[src/inc/acc_defs.vh]
// Register map, field layout and reset values of the channel-enable
// and result-compare block.
// Assumes it is included by bare name from the design files.
`ifndef ACC_DEFS_VH
`define ACC_DEFS_VH

// Register byte offsets
`define ACC_OFS_CHAN_ENABLE   8'h24
`define ACC_OFS_COMPARE_0     8'h28
`define ACC_OFS_COMPARE_1     8'h2C
`define ACC_OFS_MODE          8'h30
`define ACC_OFS_IRQ_STATUS    8'h34
`define ACC_OFS_IRQ_CLEAR     8'h38
`define ACC_OFS_IRQ_ENABLE    8'h3C

// Channel-enable register fields
`define ACC_CHANNEL_ENABLE_BITS_MSB          7
`define ACC_CHANNEL_ENABLE_BITS_LSB          0
`define ACC_INPUT7_SOURCE_SELECT_MSB        9
`define ACC_INPUT7_SOURCE_SELECT_LSB        8
`define ACC_CHAN_ENABLE_MASK  32'h0000_03FF
`define ACC_CHAN_ENABLE_RST   32'h0000_0000
`define ACC_INPUT7_SOURCE_SELECT_PIN        2'h0
`define ACC_INPUT7_SOURCE_SELECT_BANDGAP    2'h1

// Compare register fields
`define ACC_CMP_EN_BIT        0
`define ACC_CMP_IE_BIT        1
`define ACC_CMP_COND_BIT      2
`define ACC_CMP_CH_MSB        5
`define ACC_CMP_CH_LSB        3
`define ACC_CMP_CNT_MSB       11
`define ACC_CMP_CNT_LSB       8
`define ACC_CMP_THR_MSB       27
`define ACC_CMP_THR_LSB       16
`define ACC_COMPARE_MASK      32'h0FFF_0F3F
`define ACC_COMPARE_RST       32'h0000_0000

// Mode register fields
`define ACC_MODE_DIFF_BIT     0
`define ACC_MODE_FMT_BIT      1
`define ACC_MODE_MASK         32'h0000_0003
`define ACC_MODE_RST          32'h0000_0000

// Interrupt status, clear and enable layout: one bit per compare unit
`define ACC_IRQ_MASK          32'h0000_0003
`define ACC_IRQ_RST           32'h0000_0000

// Differential mode keeps only the even inputs
`define ACC_EVEN_CHANNELS     8'h55

// Bus responses
`define ACC_RESP_OKAY         2'h0
`define ACC_RESP_SLVERR       2'h2

`endif

[src/verilog/acc_top.v]
// Channel-enable and result-compare block of an 8-input, 12-bit converter.
// Assumes conversion results arrive as one-cycle strobes on aclk and that
// the converter sequencer honours the channel-enable outputs.
// Assumes a bus master that keeps to the AXI4-Lite handshake rules and
// uses aligned word addresses.
// Register map, byte offsets
//   0x24 channel enable: [9:8] input 7 source, [7:0] enables
//   0x28 unit 0 and 0x2C unit 1 compare, same layout:
//     [27:16] threshold, [11:8] match target, [5:3] channel,
//     [2] condition, [1] unit irq enable, [0] unit enable
//   0x30 mode: [1] two's complement, [0] differential
//   0x34 status, read only: [1:0] sticky hit flags
//   0x38 clear, write only: a 1 drops that flag, reads zero
//   0x3C irq enable: [1:0] one bit per unit
//
// Timing, in aclk edges
//   A write lands one edge after bvalid rises; outputs one later.
//   A read answers two edges after its address is taken.
//   A completing result shows as flag and irq two edges later.
//   A hit in the cycle of a clear keeps the flag set.
//   Results may come on every cycle; other channels are skipped.
//
// Limits
//   Differential pairing itself is the sequencer's job.
//   Reserved input-7 codes are stored and passed on.
//   The match counter restarts at zero after each hit.
`timescale 1ns/1ps
`include "acc_defs.vh"
module acc_top #(
  parameter ADDR_W = 8,
  parameter DATA_W = 12,
  parameter CNT_W  = 4
) (
  // Clock and reset
  input  wire              aclk,
  input  wire              aresetn,

  // Write address channel
  input  wire [ADDR_W-1:0] awaddr,
  input  wire              awvalid,
  output wire              awready,

  // Write data channel
  input  wire [31:0]       wdata,
  input  wire [3:0]        wstrb,
  input  wire              wvalid,
  output wire              wready,

  // Write response channel
  output wire [1:0]        bresp,
  output wire              bvalid,
  input  wire              bready,

  // Read address channel
  input  wire [ADDR_W-1:0] araddr,
  input  wire              arvalid,
  output wire              arready,

  // Read data channel
  output wire [31:0]       rdata,
  output wire [1:0]        rresp,
  output wire              rvalid,
  input  wire              rready,

  // Conversion results from the sequencer
  input  wire              result_valid,
  input  wire [2:0]        result_channel,
  input  wire [DATA_W-1:0] result_data,

  // Controls toward the converter
  output reg  [7:0]        channel_conversion_enable_q,
  output reg  [1:0]        input7_source_select_q,
  output reg               differential_mode_enable_q,
  output reg               result_format_select_q,

  // Flags and interrupt
  output reg  [1:0]        compare_hit_flags_q,
  output reg               irq_q
);

  // Register storage
  reg  [31:0]       chan_enable_q;
  reg  [31:0]       compare_q [0:1];
  reg  [31:0]       mode_q;
  reg  [31:0]       irq_enable_q;
  reg  [31:0]       rd_data_d;
  reg  [1:0]        flags_d;

  // Bus front end strobes
  wire [ADDR_W-1:0] rd_addr;
  wire              wr_en;
  wire [ADDR_W-1:0] wr_addr;
  wire [31:0]       wr_data;
  wire [3:0]        wr_strb;

  // Compare side
  wire [1:0]        unit_hit;
  wire [1:0]        unit_irq_en;
  wire [1:0]        clear_req;
  wire              res_accept;

  // Applies byte lanes to a register and keeps reserved bits at zero;
  // a lane whose strobe is low keeps its old byte
  function [31:0] merge_write;
    input [31:0] old_val;
    input [31:0] new_val;
    input [3:0]  strb;
    input [31:0] mask;
    reg   [31:0] lanes;
    begin
      lanes = {{8{strb[3]}}, {8{strb[2]}}, {8{strb[1]}}, {8{strb[0]}}};
      merge_write = ((old_val & ~lanes) | (new_val & lanes)) & mask;
    end
  endfunction

  // AXI4-Lite slave front end
  acc_axil_slave #(
    .ADDR_W (ADDR_W)
  ) u_bus (
    .aclk      (aclk),
    .aresetn   (aresetn),
    // Write request
    .awaddr    (awaddr),
    .awvalid   (awvalid),
    .awready_q (awready),
    .wdata     (wdata),
    .wstrb     (wstrb),
    .wvalid    (wvalid),
    .wready_q  (wready),

    // Write response
    .bresp_q   (bresp),
    .bvalid_q  (bvalid),
    .bready    (bready),

    // Read request
    .araddr    (araddr),
    .arvalid   (arvalid),
    .arready_q (arready),

    // Read answer
    .rdata_q   (rdata),
    .rresp_q   (rresp),
    .rvalid_q  (rvalid),
    .rready    (rready),

    // Register side
    .rd_data   (rd_data_d),
    .rd_addr_q (rd_addr),
    .wr_en_q   (wr_en),
    .wr_addr_q (wr_addr),
    .wr_data_q (wr_data),
    .wr_strb_q (wr_strb)
  );

  // Configuration registers; masks drop writes to reserved bits.
  // Status and clear hold no storage here, and an unmapped word is
  // refused by the front end before it reaches this decode.
  always @(posedge aclk) begin
    if (!aresetn) begin
      chan_enable_q <= `ACC_CHAN_ENABLE_RST;
      compare_q[0]  <= `ACC_COMPARE_RST;
      compare_q[1]  <= `ACC_COMPARE_RST;
      mode_q        <= `ACC_MODE_RST;
      irq_enable_q  <= `ACC_IRQ_RST;
    end else if (wr_en) begin
      case (wr_addr)
        `ACC_OFS_CHAN_ENABLE: begin
          chan_enable_q <= merge_write(chan_enable_q, wr_data, wr_strb,
                                       `ACC_CHAN_ENABLE_MASK);
        end
        `ACC_OFS_COMPARE_0: begin
          compare_q[0] <= merge_write(compare_q[0], wr_data, wr_strb,
                                      `ACC_COMPARE_MASK);
        end
        `ACC_OFS_COMPARE_1: begin
          compare_q[1] <= merge_write(compare_q[1], wr_data, wr_strb,
                                      `ACC_COMPARE_MASK);
        end
        // Own mode word: differential inputs and result format
        `ACC_OFS_MODE: begin
          mode_q <= merge_write(mode_q, wr_data, wr_strb, `ACC_MODE_MASK);
        end
        // Second interrupt gate, one bit per unit
        `ACC_OFS_IRQ_ENABLE: begin
          irq_enable_q <= merge_write(irq_enable_q, wr_data, wr_strb, `ACC_IRQ_MASK);
        end
        // Status and clear need no storage
        default: begin
          chan_enable_q <= chan_enable_q;
        end
      endcase
    end
  end

  // A write of ones to the clear register releases the matching flags;
  // only lane 0 carries flag bits, so the other lanes are ignored
  assign clear_req = (wr_en && wr_addr == `ACC_OFS_IRQ_CLEAR && wr_strb[0]) ?
                     wr_data[1:0] : 2'h0;

  // Read mux; status shows live flags, the clear register reads zero.
  // The front end registers this word, so the mux may stay combinational.
  always @* begin
    case (rd_addr)
      `ACC_OFS_CHAN_ENABLE: rd_data_d = chan_enable_q;
      `ACC_OFS_COMPARE_0:   rd_data_d = compare_q[0];
      `ACC_OFS_COMPARE_1:   rd_data_d = compare_q[1];
      `ACC_OFS_MODE:        rd_data_d = mode_q;
      `ACC_OFS_IRQ_STATUS:  rd_data_d = {30'h0000_0000, compare_hit_flags_q};
      `ACC_OFS_IRQ_ENABLE:  rd_data_d = irq_enable_q;
      default:              rd_data_d = 32'h0000_0000;
    endcase
  end

  // Outputs toward the converter sequencer and analog front end.
  // Every control leaving the block is registered, so the sequencer
  // never sees a word that is half way through a write.
  always @(posedge aclk) begin
    if (!aresetn) begin
      channel_conversion_enable_q <= 8'h00;
      input7_source_select_q      <= `ACC_INPUT7_SOURCE_SELECT_PIN;
      differential_mode_enable_q  <= 1'b0;
      result_format_select_q      <= 1'b0;
    end else begin
      // Odd inputs are folded into their even partner in differential mode
      // (bits 1, 3, 5 and 7 are forced low while the mode bit is set)
      if (mode_q[`ACC_MODE_DIFF_BIT]) begin
        channel_conversion_enable_q <= chan_enable_q[`ACC_CHANNEL_ENABLE_BITS_MSB:`ACC_CHANNEL_ENABLE_BITS_LSB] &
                                       `ACC_EVEN_CHANNELS;
      end else begin
        channel_conversion_enable_q <= chan_enable_q[`ACC_CHANNEL_ENABLE_BITS_MSB:`ACC_CHANNEL_ENABLE_BITS_LSB];
      end
      input7_source_select_q     <= chan_enable_q[`ACC_INPUT7_SOURCE_SELECT_MSB:`ACC_INPUT7_SOURCE_SELECT_LSB];
      differential_mode_enable_q <= mode_q[`ACC_MODE_DIFF_BIT];
      result_format_select_q     <= mode_q[`ACC_MODE_FMT_BIT];
    end
  end

  // Results of inputs that are not taking part are ignored,
  // and so neither count nor break a run
  assign res_accept = result_valid & channel_conversion_enable_q[result_channel];

  // Two identical compare units;
  // both see the same result stream, each picks its own channel
  genvar gi;
  generate
    for (gi = 0; gi < 2; gi = gi + 1) begin : g_unit
      assign unit_irq_en[gi] = compare_q[gi][`ACC_CMP_IE_BIT];
      acc_cmp_unit #(
        .DATA_W (DATA_W),
        .CNT_W  (CNT_W)
      ) u_cmp (
        .aclk           (aclk),
        .aresetn        (aresetn),
        // Fields of this unit's compare word
        .cmp_enable     (compare_q[gi][`ACC_CMP_EN_BIT]),
        .cmp_condition  (compare_q[gi][`ACC_CMP_COND_BIT]),
        .channel_select (compare_q[gi][`ACC_CMP_CH_MSB:`ACC_CMP_CH_LSB]),
        .match_target   (compare_q[gi][`ACC_CMP_CNT_MSB:`ACC_CMP_CNT_LSB]),
        .threshold      (compare_q[gi][`ACC_CMP_THR_MSB:`ACC_CMP_THR_LSB]),
        // Shared format and result stream
        .signed_mode    (result_format_select_q),
        .res_valid      (res_accept),
        .res_channel    (result_channel),
        .res_data       (result_data),
        .hit_q          (unit_hit[gi])
      );
    end
  endgenerate

  // Sticky flags: a hit in the cycle of a clear keeps the flag set
  // (set wins), so no hit is lost to a clear that races it
  always @* begin
    flags_d = (compare_hit_flags_q & ~clear_req) | unit_hit;
  end

  // Flag register and level interrupt.
  // The interrupt follows the next flag value, so it rises with the flag
  // and drops with the clear; both gates must be open to raise it.
  always @(posedge aclk) begin
    if (!aresetn) begin
      compare_hit_flags_q <= 2'h0;
      irq_q               <= 1'b0;
    end else begin
      compare_hit_flags_q <= flags_d;
      irq_q <= |(flags_d & unit_irq_en & irq_enable_q[1:0]);
    end
  end

endmodule

[src/verilog/acc_cmp_unit.v]
// One result-compare unit: consecutive-match counter against a threshold.
// Assumes results arrive as one-cycle strobes synchronous to aclk.
`timescale 1ns/1ps
module acc_cmp_unit #(
  parameter DATA_W = 12,
  parameter CNT_W  = 4
) (
  input  wire              aclk,
  input  wire              aresetn,
  input  wire              cmp_enable,
  input  wire              cmp_condition,
  input  wire [2:0]        channel_select,
  input  wire [CNT_W-1:0]  match_target,
  input  wire [DATA_W-1:0] threshold,
  input  wire              signed_mode,
  input  wire              res_valid,
  input  wire [2:0]        res_channel,
  input  wire [DATA_W-1:0] res_data,
  output reg               hit_q
);

  reg  [CNT_W:0]  cnt_q;
  wire            sel;
  wire [DATA_W-1:0] res_key;
  wire [DATA_W-1:0] thr_key;
  wire            below;
  wire            match;
  wire [CNT_W:0]  cnt_inc;
  wire [CNT_W:0]  target_plus1;

  // Only results of the chosen channel are looked at
  assign sel = res_valid & (res_channel == channel_select);
  // Flipping the sign bit turns a two's-complement order into an unsigned one
  assign res_key = {res_data[DATA_W-1] ^ signed_mode, res_data[DATA_W-2:0]};
  assign thr_key = {threshold[DATA_W-1] ^ signed_mode, threshold[DATA_W-2:0]};
  assign below = res_key < thr_key;
  assign match = cmp_condition ? ~below : below;
  assign cnt_inc = cnt_q + {{CNT_W{1'b0}}, 1'b1};
  assign target_plus1 = {1'b0, match_target} + {{CNT_W{1'b0}}, 1'b1};

  // Counter and hit pulse; a hit restarts the run from zero
  always @(posedge aclk) begin
    if (!aresetn || !cmp_enable) begin
      cnt_q <= {(CNT_W+1){1'b0}};
      hit_q <= 1'b0;
    end else begin
      hit_q <= 1'b0;
      if (sel) begin
        if (match) begin
          if (cnt_inc == target_plus1) begin
            hit_q <= 1'b1;
            cnt_q <= {(CNT_W+1){1'b0}};
          end else begin
            cnt_q <= cnt_inc;
          end
        end else begin
          cnt_q <= {(CNT_W+1){1'b0}};
        end
      end
    end
  end

endmodule

[src/verilog/acc_axil_slave.v]
// AXI4-Lite slave front end: takes bus requests and hands out one-cycle
// register write strobes and a held read address.
// Assumes the register read data returned on rd_data depends only on rd_addr.
`timescale 1ns/1ps
`include "acc_defs.vh"
module acc_axil_slave #(
  parameter ADDR_W = 8
) (
  input  wire              aclk,
  input  wire              aresetn,
  input  wire [ADDR_W-1:0] awaddr,
  input  wire              awvalid,
  output reg               awready_q,
  input  wire [31:0]       wdata,
  input  wire [3:0]        wstrb,
  input  wire              wvalid,
  output reg               wready_q,
  output reg  [1:0]        bresp_q,
  output reg               bvalid_q,
  input  wire              bready,
  input  wire [ADDR_W-1:0] araddr,
  input  wire              arvalid,
  output reg               arready_q,
  output reg  [31:0]       rdata_q,
  output reg  [1:0]        rresp_q,
  output reg               rvalid_q,
  input  wire              rready,
  input  wire [31:0]       rd_data,
  output reg  [ADDR_W-1:0] rd_addr_q,
  output reg               wr_en_q,
  output reg  [ADDR_W-1:0] wr_addr_q,
  output reg  [31:0]       wr_data_q,
  output reg  [3:0]        wr_strb_q
);

  reg [ADDR_W-1:0] aw_addr_q;
  reg [31:0]       w_data_q;
  reg [3:0]        w_strb_q;
  reg              ar_pend_q;

  // Decodes whether an address hits a register word
  function addr_mapped;
    input [ADDR_W-1:0] a;
    begin
      case (a)
        `ACC_OFS_CHAN_ENABLE, `ACC_OFS_COMPARE_0, `ACC_OFS_COMPARE_1,
        `ACC_OFS_MODE, `ACC_OFS_IRQ_STATUS, `ACC_OFS_IRQ_CLEAR,
        `ACC_OFS_IRQ_ENABLE: addr_mapped = 1'b1;
        default: addr_mapped = 1'b0;
      endcase
    end
  endfunction

  // Write path: address and data held independently, committed together
  always @(posedge aclk) begin
    if (!aresetn) begin
      awready_q <= 1'b1;
      wready_q  <= 1'b1;
      bvalid_q  <= 1'b0;
      bresp_q   <= `ACC_RESP_OKAY;
      aw_addr_q <= {ADDR_W{1'b0}};
      w_data_q  <= 32'h0000_0000;
      w_strb_q  <= 4'h0;
      wr_en_q   <= 1'b0;
      wr_addr_q <= {ADDR_W{1'b0}};
      wr_data_q <= 32'h0000_0000;
      wr_strb_q <= 4'h0;
    end else begin
      wr_en_q <= 1'b0;
      if (awvalid && awready_q) begin
        aw_addr_q <= awaddr;
        awready_q <= 1'b0;
      end
      if (wvalid && wready_q) begin
        w_data_q <= wdata;
        w_strb_q <= wstrb;
        wready_q <= 1'b0;
      end
      if (bvalid_q && bready) begin
        bvalid_q <= 1'b0;
      end
      if (!awready_q && !wready_q && !bvalid_q) begin
        bvalid_q  <= 1'b1;
        bresp_q   <= addr_mapped(aw_addr_q) ? `ACC_RESP_OKAY : `ACC_RESP_SLVERR;
        wr_en_q   <= addr_mapped(aw_addr_q);
        wr_addr_q <= aw_addr_q;
        wr_data_q <= w_data_q;
        wr_strb_q <= w_strb_q;
        awready_q <= 1'b1;
        wready_q  <= 1'b1;
      end
    end
  end

  // Read path: address held one cycle for the register mux, then answered
  always @(posedge aclk) begin
    if (!aresetn) begin
      arready_q <= 1'b1;
      ar_pend_q <= 1'b0;
      rd_addr_q <= {ADDR_W{1'b0}};
      rvalid_q  <= 1'b0;
      rdata_q   <= 32'h0000_0000;
      rresp_q   <= `ACC_RESP_OKAY;
    end else begin
      if (arvalid && arready_q) begin
        rd_addr_q <= araddr;
        arready_q <= 1'b0;
        ar_pend_q <= 1'b1;
      end
      if (ar_pend_q) begin
        ar_pend_q <= 1'b0;
        rvalid_q  <= 1'b1;
        rdata_q   <= addr_mapped(rd_addr_q) ? rd_data : 32'h0000_0000;
        rresp_q   <= addr_mapped(rd_addr_q) ? `ACC_RESP_OKAY : `ACC_RESP_SLVERR;
      end
      if (rvalid_q && rready) begin
        rvalid_q  <= 1'b0;
        arready_q <= 1'b1;
      end
    end
  end

endmodule

[config.mk]
export PLATFORM = sky130hd
export DESIGN_NAME = acc_top
export DESIGN_NICKNAME = d
export VERILOG_FILES = /design/src/verilog/acc_top.v /design/src/verilog/acc_cmp_unit.v /design/src/verilog/acc_axil_slave.v
export VERILOG_INCLUDE_DIRS = /design/src /design/src/inc
export SDC_FILE = /design/constraint.sdc
export NUM_CORES = 1
export LEC_CHECK = 0
export ABC_AREA = 0
export BUFFER_PORTS_ARGS = -buffer_cell sky130_fd_sc_hd__buf_4
export CORE_MARGIN = 3
export CORE_UTILIZATION = 35
export CTS_CLUSTER_DIAMETER = 100
export DETAILED_ROUTE_END_ITERATION = 12
export PLACE_DENSITY = 0.58
export RECOVER_POWER = 25
export SKIP_LAST_GASP = 1
export SYNTH_ARGS = -nofsm -noshare
export SYNTH_HDL_FRONTEND = slang
export SYNTH_HIERARCHICAL = 1
export SYNTH_SLANG_ARGS = --single-unit
[constraint.sdc]
create_clock -name aclk -period 3.5 [get_ports aclk]
set_input_delay 0.175 -clock aclk [delete_from_list [all_inputs] [get_ports aclk]]
set_output_delay 0.175 -clock aclk [all_outputs]
set_load 0.05 [all_outputs]
### Yosys cells after proc, flatten, opt, wreduce, memory -nomap -nowiden

Memory sizes are Yosys's and may differ from the RTL's.
Cells that the tools add are included.
Widths: inputs -> output; s select.

| storage, ports and cells | value |
|---|---|
| output and inout bits | 56 |
| bits in writable memories | 44 |
| input port bits | 75 |
| memories | 1 |
| bits in registers | 172 |

| cells by class | value |
|---|---|
| multiplexer cells | 35 |
| bitwise operators | 32 |
| eq/ne operators | 24 |
| add/sub/neg operators | 4 |
| reduce and logical (&&, ||, !) cells | 31 |
| magnitude comparators | 3 |

Memories:

| memory | depth | bits a word | read ports | clocked after memory_dff | write ports | line | RTL |
|---|---|---|---|---|---|---|---|
| compare_q | 2 | 22 | 2 | 0 | 2 | acc_top.v:83 | `reg [31:0] compare_q [0:1];` |

Operator list:

| cell | count |
|---|---|
| $pmux 32 s6 | 1 |
| $eq 8x6->1 const B | 20 |
| $and 28x28->28 | 3 |
| $or 28x28->28 | 2 |
| $mux 22 | 2 |
| $mux 32 | 1 |
| $not 28->28 | 1 |
| $lt 12x12->1 | 2 |
| $mux 1 | 23 |
| $mux 5 | 4 |
| $reduce_or 7->1 | 2 |
| $add 4x1->5 const B | 2 |
| $add 5x1->5 const B | 2 |
| $and 10x10->10 | 1 |
| $and 2x2->2 | 5 |
| $eq 5x5->1 | 2 |
| $or 10x10->10 | 1 |
| $reduce_or 2->1 | 5 |
| $logic_and 1x1->1 | 9 |
| $reduce_and 2->1 | 4 |
| $not 1->1 | 7 |
| $eq 3x3->1 | 2 |
| $logic_not 1->1 | 6 |
| $mux 2 | 3 |
| 10 further kinds | 19 |

### Longest topological paths before layout

Gate-level depths: netlist of the first run.

| logic depth | value |
|---|---|
| word-level depth | 10 |
| depth in mapped cells | 8 |
| gate-level depth less buffers | 8 |

### Hierarchy

The synthesis of the first run kept the hierarchy.

Modules (own cells, without submodules):

| module | area each (µm²) | cells an instance | times used |
|---|---|---|---|
| acc_axil_slave | 4971.0 | 513 | 1 |
| acc_top | 3792.4 | 347 | 1 |
| acc_cmp_unit | 775.7 | 90 | 2 |

### Worst setup path after synthesis of the first run

Ideal clock, no wire load.

| timing path | value |
|---|---|
| path kind | reg2reg |
| start | register u_bus.wr_addr_q[6] |
| end | memory compare_q[0][22] (netlist bit) (enable) |
| slack | 0.712 ns |
| data required time | 3.068 ns |
| arrival time | 2.356 ns |
| path buffers | 1 |
| period minus slack after synthesis | 2.788 ns |
| cell stages (with the launch flop) | 5 |
| cell sequence | dfxtp_1 -> and4bb_1 -> buf_4 -> nand3b_1 -> o21ai_0 |

RTL lines:

| what | line | RTL |
|---|---|---|
| start, declared | acc_axil_slave.v:31 | `output reg [ADDR_W-1:0] wr_addr_q,` |
| start signal, assigned | acc_axil_slave.v:65 | `wr_addr_q <= {ADDR_W{1'b0}};` |
| start signal, assigned | acc_axil_slave.v:86 | `wr_addr_q <= aw_addr_q;` |
| end, declared | acc_top.v:83 |  |

### Final worst setup path of the first run

| timing path | value |
|---|---|
| start | register u_bus.rd_addr_q[2] |
| end | register u_bus.rdata_q[0] |

RTL lines:

| what | line | RTL |
|---|---|---|
| start, declared | acc_axil_slave.v:29 | `output reg [ADDR_W-1:0] rd_addr_q,` |
| start signal, assigned | acc_axil_slave.v:100 | `rd_addr_q <= {ADDR_W{1'b0}};` |
| start signal, assigned | acc_axil_slave.v:106 | `rd_addr_q <= araddr;` |
| $eq 8x6->1 | acc_top.v:204 | `case (rd_addr)` |
| $pmux 32 s6 * | acc_top.v:204 |  |
| via rd_data_d[0] | acc_top.v:86 | `reg [31:0] rd_data_d;` |
| $mux 32 * | acc_axil_slave.v:113 | `rdata_q <= addr_mapped(rd_addr_q) ? rd_data : 32'h0000_0000;` |
| end signal, assigned | acc_axil_slave.v:113 |  |
| end, declared | acc_axil_slave.v:24 | `output reg [31:0] rdata_q,` |

Mark *: on every way through the listed nets, which the timed path passes. The rest lies on a longest branch. The select of a mux whose other input is x is not followed.
A chain may end at the register's enable or synchronous reset.

==> results of run 1 <==
## final cells by class
class                           count  share of cell area
Multi-Input combinational cell    682               0.393
Sequential cell                   206               0.383
Timing Repair Buffer              179               0.109
Clock buffer                       34              0.0590
Tap cell                          372              0.0391
Inverter                           37              0.0117
Clock inverter                      8             0.00494
## metal layers
metal,wire [µm],track usage
met1,12400,0.234
met2,9900,0.230
met3,1080,0.0250
met4,329,0.0274
met5,0,0
## registers in the layout, indices dropped and copies added, names as in the netlist, 2 cells and up, named ones only
signal                       flops
u_bus/wr_addr_q                  8
channel_conversion_enable_q      8
u_bus/wr_strb_q                  4
u_bus/w_strb_q                   4
u_bus/aw_addr_q                  8
u_bus/rd_addr_q                  8
u_bus/wr_data_q                 24
compare_hit_flags_q              2
g_unit.u_cmp/cnt_q              10
u_bus/w_data_q                  24
g_unit.u_cmp/hit_q               2
u_bus/rdata_q                   32
compare_q                       44
input7_source_select_q           2
## timing repair
| item | CTS | global route |
|---|---|---|
| endpoints found under the hold margin | 49 | 0 |
| hold buffers | 51 | 0 |
| gates resized for setup | 0 | 0 |
## final timing paths
| path | slack (ns) | to | start |
|---|---|---|---|
| min reg2reg | 0.46 | channel_conversion_enable_q[0] | register |
| max | 1.15 | u_bus/rdata_q[0] | u_bus/rd_addr_q[2] |
| min | 0.31 | g_unit[0].u_cmp/hit_q | result_channel[1] |
| max reg2reg | 1.15 | u_bus/rdata_q[0] | u_bus/rd_addr_q[2] |
## metrics by stage
step | utilization | power, mW | worst slack [ns] | std cells
floorplan | - | 2.86 | 0.712 | 1000
global placement | 0.397 | 2.99 | 1.15 | 1425
detailed placement | 0.397 | 3.00 | 1.11 | 1425
CTS | 0.444 | 5.45 | 1.13 | 1518
global route | 0.437 | 5.61 | 0.872 | 1518
finish | 0.437 | 5.37 | 1.15 | 1518
## worst reg2reg max path, cell delays in order (launching register included)
cell and delay, ns:
dfxtp_1 0.84, nor2b_1 0.67, and3b_1 0.26, a21oi_1 0.04, o22ai_1 0.19, nand4_1 0.10, o21ai_0 0.18
## power groups by stage
stage                     Sequential [mW]  Combinational (mW)  Clock, mW
after floorplan                      2.59               0.269          0
after global placement               2.61               0.383          0
after detailed placement             2.61               0.387          0
after CTS                            2.56               0.433       2.45
after global routing                 2.57               0.476       2.56
final                                2.56               0.428       2.39
## cell usage in the layout (no fill, tap or decap), types with 24 or more instances in the layout
| cell type | count |
|---|---|
| a21boi_0 | 45 |
| edfxtp_1 | 44 |
| o21ai_0 | 35 |
| dlygate4sd3_1 | 51 |
| buf_4 | 76 |
| dfxtp_1 | 161 |
| clkbuf_1 | 54 |
| a22o_1 | 50 |
| nand2_1 | 133 |
| nand2b_1 | 46 |
| nand3_1 | 34 |
| ha_1 | 26 |
| clkbuf_16 | 24 |
| a21oi_2 | 40 |
| nand3b_1 | 36 |
| inv_1 | 37 |
| nand4_1 | 36 |
==> run metrics, run 1 <==
status=complete, no violations; vias=7,452; number of global-route vias before repair=7,317; antenna viol nets, final=0; first-pass GRT wire length=38,800 µm; CTS tree=yes; TNS Setup=0 ns; Avg Synthesized Cell Area=9.88 µm²; Hold Crit Class=in -> reg; CP Cell Sequence=nor2b_1 -> and3b_1 -> a21oi_1 -> o22ai_1 -> nand4_1 -> o21ai_0; drt first-iter violations=363; Bufs and invs on worst path=0; R2R depth=6; largest net degree at the start of global routing=115; Clock Latency Late Sink=0.51 ns; max-slew violations=0; Max transition margin=0.0282; Clock power frac=0.444; clk_skew=0.0108 ns; Overflow after GRT=0; port bufs=120; Starting Density=0.360; initial antenna violation count=0; # Post-CTS Setup Buffers=0; clock slew at reported path FFs=0.06 ns; CP Capture Type=register; combinational share of power=0.080; # IOs=131; Hold WS=0.308 ns; Final Critical Period=2.35 ns; FILL cells=2,719; final setup vio count=0; Power Density=451 mW/mm²; crit share post-route=0.673; drt wl/cell=15.6 µm; yosys warns=6; leakage power=4.32 nW; RSZ-0062 raised after global routing=no; Detail Placement HPWL=16,300 µm; Multi-input gate area=0.00468 mm²; CTS Buf Count=23; Sequential Power Share=0.476; maximum vdd drop=275 µV; max-cap viol count=0; Crit path max-delay family=simple AND/OR/NAND/NOR gates; Vias/cell=4.91; Setup crit start kind=register; First-pass DRT Iterations=4; Slew @ Worst Pin=1.46 ns; switching part of the total=0.240; Setup CP Type=reg -> reg; Largest stage delay, worst path=0.84 ns; Synth Cell Area=0.00980 mm²; Rows=60; area grow syn2layout=21.4%; crit path DAT=2.80 ns; die span in y=173 µm; Final #Nets=1,230; final WL=23,700 µm; CP max stage cell=dfxtp_1; P_int=4.08 mW; clk buf depth=3; Max FO, Critical Path=17; # DRC=0; GRT Total Usage=0.153; final hold viol count=0; die width=173 µm; Num Clock Sinks=206; Switch Pwr=1.29 mW; CP required=3.95 ns; diode count=0; area of the core=0.0273 mm²; layout cells sized above 1=0.165; Gate Count Post-Synth=992; H-tree Lvls=1; register area=0.00457 mm²; fmax=425 MHz; placed cell areas=0.0108 mm²; design area=0.0119 mm²; worst hold path cell count=6; CTS Root Cell=clkbuf_16; critical path depth=6; Final GP Congestion=0.777; die area=0.0301 mm²
No activity file was read; power rests on OpenSTA's default activity.
==> run 2, diff against run 1 <==
clock period = 2.4 ns   (was 3.5 ns; I/O delays follow)
==> run 2 against run 1 <==
Against the previous run:
- core utilization rose by 0.26 points
- clock power grew 44%
- combinational power is 54% higher
- final cell count increased by 0.79%
- via count fell by 0.11%
- flip-flop and latch count stayed put
- sequential power grew 45%
- fmax grew 8.4%
- highest routed layer unchanged
==> run metrics, run 2 (same netlist as run 1, synthesis figures left out) <==
status=complete, no violations (unchanged); number of global-route vias before repair=7,290 (was 7,317); Final Critical Period=2.17 ns (was 2.35 ns); Rows=60 (unchanged); fmax=460 MHz (was 425 MHz); drt wl/cell=15.6 µm (about the same); Non-Filler Instances=1,530 (was 1,518); Hold Crit Start=aresetn (was result_channel[1]); # IOs=131 (unchanged); crit path DAT=2.63 ns (was 2.80 ns); combinational share of power=0.084 (was 0.080); commonest non-fill, non-tap cell in the layout=dfxtp_1 (unchanged); clk_skew=0.00951 ns (was 0.0108 ns); Starting Density=0.360 (unchanged); first-pass GRT wire length=39,100 µm (was 38,800 µm); Switch Pwr=1.89 mW (was 1.29 mW); Top reg by flops=compare_q (unchanged); final WL=23,900 µm (was 23,700 µm); Overflow after GRT=0 (unchanged); biggest regs=compare_q (44), u_bus/rdata_q (32) (unchanged); clock slew at reported path FFs=0.06 ns (about the same); CTS tree=yes (unchanged); Hold WS=0.128 ns (was 0.308 ns); TNS Setup=0 ns (unchanged); CP required=2.85 ns (was 3.95 ns); switching part of the total=0.241 (was 0.240); antenna viol nets, final=0 (unchanged); drt first-iter violations=365 (was 363); most frequent cells in the layout=dfxtp_1, nand2_1, buf_4 (unchanged); area grow syn2layout=22.2% (was 21.4%); Power Density=653 mW/mm² (was 451 mW/mm²); final setup vio count=0 (unchanged); Max transition margin=0.362 (was 0.0282); die width=173 µm (unchanged); maximum vdd drop=624 µV (was 275 µV); dpl ws=0.220 ns (was 1.11 ns); First-pass DRT Iterations=5 (was 4); Slew @ Worst Pin=0.957 ns (was 1.46 ns); GRT Total Usage=0.155 (was 0.153); Vias/cell=4.87 (was 4.91); die area=0.0301 mm² (unchanged); initial antenna violation count=0 (unchanged); final hold viol count=0 (unchanged); R2R setup slack=0.23 ns (was 1.15 ns); Setup CP Type=reg -> reg (unchanged); H-tree Lvls=1 (unchanged); diode count=0 (unchanged); Clock Latency Late Sink=0.52 ns (was 0.51 ns); Final GP Congestion=0.796 (was 0.777); Hold Crit Class=in -> reg (unchanged); r2r endpoint=g_unit[0].u_cmp/cnt_q[2] (was u_bus/rdata_q[0]); CP Capture Type=register (unchanged); max reg flops=44 (unchanged); largest net degree at the start of global routing=62 (was 115); Max FO, Critical Path=5 (was 17); CTS Root Cell=clkbuf_16 (unchanged); # Post-CTS Setup Buffers=0 (unchanged); port bufs=120 (unchanged); max-cap viol count=0 (unchanged); # DRC=0 (unchanged); R2R depth=8 (was 6); crit path capture=g_unit[0].u_cmp/cnt_q[2] (was u_bus/rdata_q[0]); placed cell areas=0.0109 mm² (was 0.0108 mm²); RSZ-0062 raised after global routing=no (unchanged); Setup crit start kind=register (unchanged); layout cells sized above 1=0.173 (was 0.165); crit share post-route=0.905 (was 0.673); Clock power frac=0.441 (was 0.444); Final #Nets=1,242 (was 1,230); max-slew violations=0 (unchanged); area of the core=0.0273 mm² (unchanged); Detail Placement HPWL=16,600 µm (was 16,300 µm); FILL cells=2,712 (was 2,719); leakage power=4.38 nW (was 4.32 nW); power after layout=7.82 mW (was 5.37 mW); Final WS setup=0.227 ns (was 1.15 ns); r2r startpoint=result_format_select_q (was u_bus/rd_addr_q[2]); placed insts=1,437 (was 1,425); source of the critical timing path=result_format_select_q (was u_bus/rd_addr_q[2]); CTS Buf Count=23 (unchanged); Num Clock Sinks=206 (unchanged); vias=7,444 (was 7,452); Sequential Power Share=0.474 (was 0.476); clk buf depth=3 (unchanged); die span in y=173 µm (unchanged); design area=0.0120 mm² (was 0.0119 mm²); Core Util, Final=0.440 (was 0.437); P_int=5.93 mW (was 4.08 mW)
## run 2: per-layer routing
metal	track usage	vias to the layer above	part of all wire	routed length, µm
met1	0.237	3456	0.53	12700
met2	0.232	149	0.41	9840
li1	-	3820	-	-
met4	0.0264	0	0.015	354
met3	0.0245	19	0.040	951
met5	0	-	0	0
## run 2: area by class of cell
type	instances	area (µm²)	share of cell area
repair buffers	191	1380	0.115
flip-flops and latches	206	4560	0.381
inverters	37	139	0.0116
multi-input cells	682	4680	0.391
well taps	372	465	0.0389
clock inverters	7	57.6	0.00481
clock buffers	35	692	0.0578
## run 2: power groups by stage
stage	Clock [mW]	Sequential (mW)	Combinational (mW)
after floorplan	0	3.78	0.392
after global placement	0	3.78	0.591
after detailed placement	0	3.79	0.600
after CTS	3.54	3.71	0.667
after global routing	3.70	3.72	0.731
final	3.45	3.71	0.657
## run 2: worst max-delay path, cell delays in order, from the launching register on
cell and delay, ns:
dfxtp_1 0.45, xor2_1 0.11, ha_1 0.30, and4_1 0.25
o211ai_1 0.12, a2bb2oi_2 0.18, a2111oi_4 0.38, o21ai_2 0.17
o211ai_2 0.15
## run 2: how the worst min path moves through the flow
stage	endpoint	slack (ns)	depth (start not counted)
finish	u_bus/w_data_q[0]	0.13	3
global route	u_bus/w_strb_q[0]	0.13	3
CTS	u_bus/w_data_q[0]	0.10	3
detailed placement	u_bus/wready_q	0.33	2
global placement	u_bus/wready_q	0.32	2
floorplan	u_bus/wready_q	0.22	1
## run 2: timing repair
item                                   4_1_cts  5_1_grt
resized for setup                            0        0
hold buffers                                51        0
endpoints found under the hold margin       49        0
==> run 3, diff against run 2 <==
SYNTH_HIERARCHICAL = not set   (was 1)
==> run 3 against run 2 <==
Against the previous run:
- die area fell by 11%
- area after synthesis down 11%
- critical path depth is 1 higher
- critical endpoint is now g_unit[1].u_cmp.cnt_q[2]
- register-to-register slack lost 0.06 ns
- flip-flop and latch count decreased by 8
- critical path type unchanged
- non-clock buffer count decreased by 15
- core utilization is 0.091 points higher
==> run metrics, run 3 <==
Non-Filler Instances=1,382 (was 1,530); Largest stage delay, worst path=0.42 ns (was 0.45 ns); initial antenna violation count=0 (unchanged); placed insts=1,302 (was 1,437); CP Cell Sequence=xnor2_1 -> ha_1 -> and3_1 -> nand4_1 -> o31ai_1 -> nor3_1 -> o211ai_2 -> o21bai_1 -> a21o_1 (was xor2_1 -> ha_1 -> and4_1 -> o211ai_1 -> a2bb2oi_2 -> a2111oi_4 -> o21ai_2 -> o211ai_2); crit share post-route=0.930 (was 0.905); clk_skew=0.0226 ns (was 0.00951 ns); final hold viol count=0 (unchanged); Yosys cell types=55; Starting Density=0.357 (was 0.360); area leader, netlist=dfxtp_1; # IOs=131 (unchanged); Power Density=645 mW/mm² (was 653 mW/mm²); post-synth top area share=0.354; most frequent cells in the layout=nand2_1, dfxtp_1, buf_4 (was dfxtp_1, nand2_1, buf_4); die area=0.0268 mm² (was 0.0301 mm²); CTS tree=yes (unchanged); Num Clock Sinks=198 (was 206); Synth area leaders=dfxtp_1, edfxtp_1, nand2_1; area of the core=0.0244 mm² (was 0.0273 mm²); CP Capture Type=register (unchanged); clk buf depth=2 (was 3); commonest cells in the netlist=nand2_1, dfxtp_1, a21boi_0; Overflow after GRT=0 (unchanged); Avg Synthesized Cell Area=9.67 µm² (was 9.88 µm²); CTS Root Cell=clkbuf_16 (unchanged); #FFs+latches synth=198; Final GP Congestion=0.801 (was 0.796); Clock Latency Late Sink=0.44 ns (was 0.52 ns); max reg flops=44 (unchanged); Synth Cell Area=0.00871 mm² (was 0.00980 mm²); yosys warns=0 (was 6); vias=6,636 (was 7,444); antenna viol nets, final=0 (unchanged); port bufs=112 (was 120); first-pass GRT wire length=34,300 µm (was 39,100 µm); First-pass DRT Iterations=6 (was 5); final WL=21,500 µm (was 23,900 µm); drt first-iter violations=375 (was 365); leakage power=4.08 nW (was 4.38 nW); fraction of registers with async set/reset=0; commonest non-fill, non-tap cell in the layout=nand2_1 (was dfxtp_1); fmax=448 MHz (was 460 MHz); Final Critical Period=2.23 ns (was 2.17 ns); layout cells sized above 1=0.129 (was 0.173); die span in y=164 µm (was 173 µm); CP max stage cell=edfxtp_1 (was dfxtp_1); Core Util, Final=0.440 (about the same); final setup vio count=0 (unchanged); largest net degree at the start of global routing=50 (was 62); die width=164 µm (was 173 µm); Top reg by flops=compare_q (unchanged); Hold WS=0.0432 ns (was 0.128 ns); Rows=57 (was 60); GRT Total Usage=0.163 (was 0.155); Max transition margin=0.201 (was 0.362); Post-synth EDFFs=44; R2R depth=9 (was 8); clock slew at reported path FFs=0.08 ns (was 0.06 ns); number of global-route vias before repair=6,385 (was 7,290); Hold Crit Class=in -> reg (unchanged); Final #Nets=1,146 (was 1,242); max-cap viol count=0 (unchanged); worst hold path cell count=2 (was 3); Gate Count Post-Synth=900 (was 992); power after layout=6.93 mW (was 7.82 mW); H-tree Lvls=4 (was 1); most common cell in the netlist=nand2_1; Slew @ Worst Pin=1.20 ns (was 0.957 ns); CP required=2.72 ns (was 2.85 ns); crit path DAT=2.55 ns (was 2.63 ns); Detail Placement HPWL=15,500 µm (was 16,600 µm); drt wl/cell=15.5 µm (was 15.6 µm); CTS Buf Count=17 (was 23); Setup CP Type=reg -> reg (unchanged); diode count=0 (unchanged); area grow syn2layout=23.4% (was 22.2%); Most used DFF post-synth=dfxtp_1; # DRC=0 (unchanged); RSZ-0062 raised after global routing=no (unchanged); Vias/cell=4.80 (was 4.87); max-slew violations=0 (unchanged); TNS Setup=0 ns (unchanged); Setup crit start kind=register (unchanged); Max FO, Critical Path=6 (was 5); status=complete, no violations (unchanged); register area share after synthesis=0.506; maximum vdd drop=405 µV (was 624 µV)
## run 3: path summary, 6_finish.rpt
path                           from                        to  slack (ns)
hold reg to reg   u_bus.rdata_q[25]         u_bus.rdata_q[25]        0.45
hold / removal              arvalid           u_bus.arready_q        0.04
setup reg to reg   compare_q[0][43]  g_unit[1].u_cmp.cnt_q[2]        0.17
setup / recovery   compare_q[0][43]  g_unit[1].u_cmp.cnt_q[2]        0.17
## run 3: area by class of cell
class                      count  area (µm²)
inverter                      27         101
sequential                   198        4400
fill                        2443       13600
multi-input combinational    625        3990
clock inverter                14         113
tap                          324         405
timing repair buffer         176        1280
clock buffer                  18         450
## run 3: logic make-up (layout without fill, tap and decap cells)
group,Yosys count,after routing,share of synthesized area
other,1,10,0.000431
adders and majority gates,26,26,0.0374
xor gates and xnor gates,22,22,0.0221
and+or+nand+nor,311,311,0.173
muxes,31,31,0.0398
AOI/OAI and AO/OA,225,225,0.179
buffers and inverters,86,235,0.0424
DFF,198,198,0.506
## run 3: critical path, delay by kind of cell, from the launching register on
| kind | cells | cell delay [ns] |
|---|---|---|
| adders and majority gates | 1 | 0.29 |
| and+or+nand+nor | 3 | 0.39 |
| DFF | 1 | 0.42 |
| xor gates and xnor gates | 1 | 0.15 |
| AOI/OAI and AO/OA | 4 | 0.86 |
## run 3: power by group
group	total [mW]	internal, mW	switching, mW
sequential	3.56	3.48	0.0731
combinational	0.624	0.280	0.344
clock	2.75	1.42	1.33
total	6.93	5.18	1.75
## run 3: stage by stage
| step | worst slack [ns] | area [µm²] |
|---|---|---|
| global placement | 0.177 | 9850 |
| detailed placement | 0.0695 | 9850 |
| CTS | 0.0523 | 10900 |
| floorplan | -0.438 | 8740 |
| finish | 0.167 | 10700 |
| global route | 0.0373 | 10700 |
## run 3: per-layer routing
metal,global-route usage,part of all wire
met3,0.0272,0.037
met2,0.262,0.46
met5,0,0
met1,0.226,0.49
met4,0.0484,0.014
## run 3: repair_timing
item	in CTS	in global routing
endpoints found under the hold margin	48	0
endpoints found under the setup margin	0	6
resized for setup	0	5
setup buffers	0	0
hold buffers	48	0
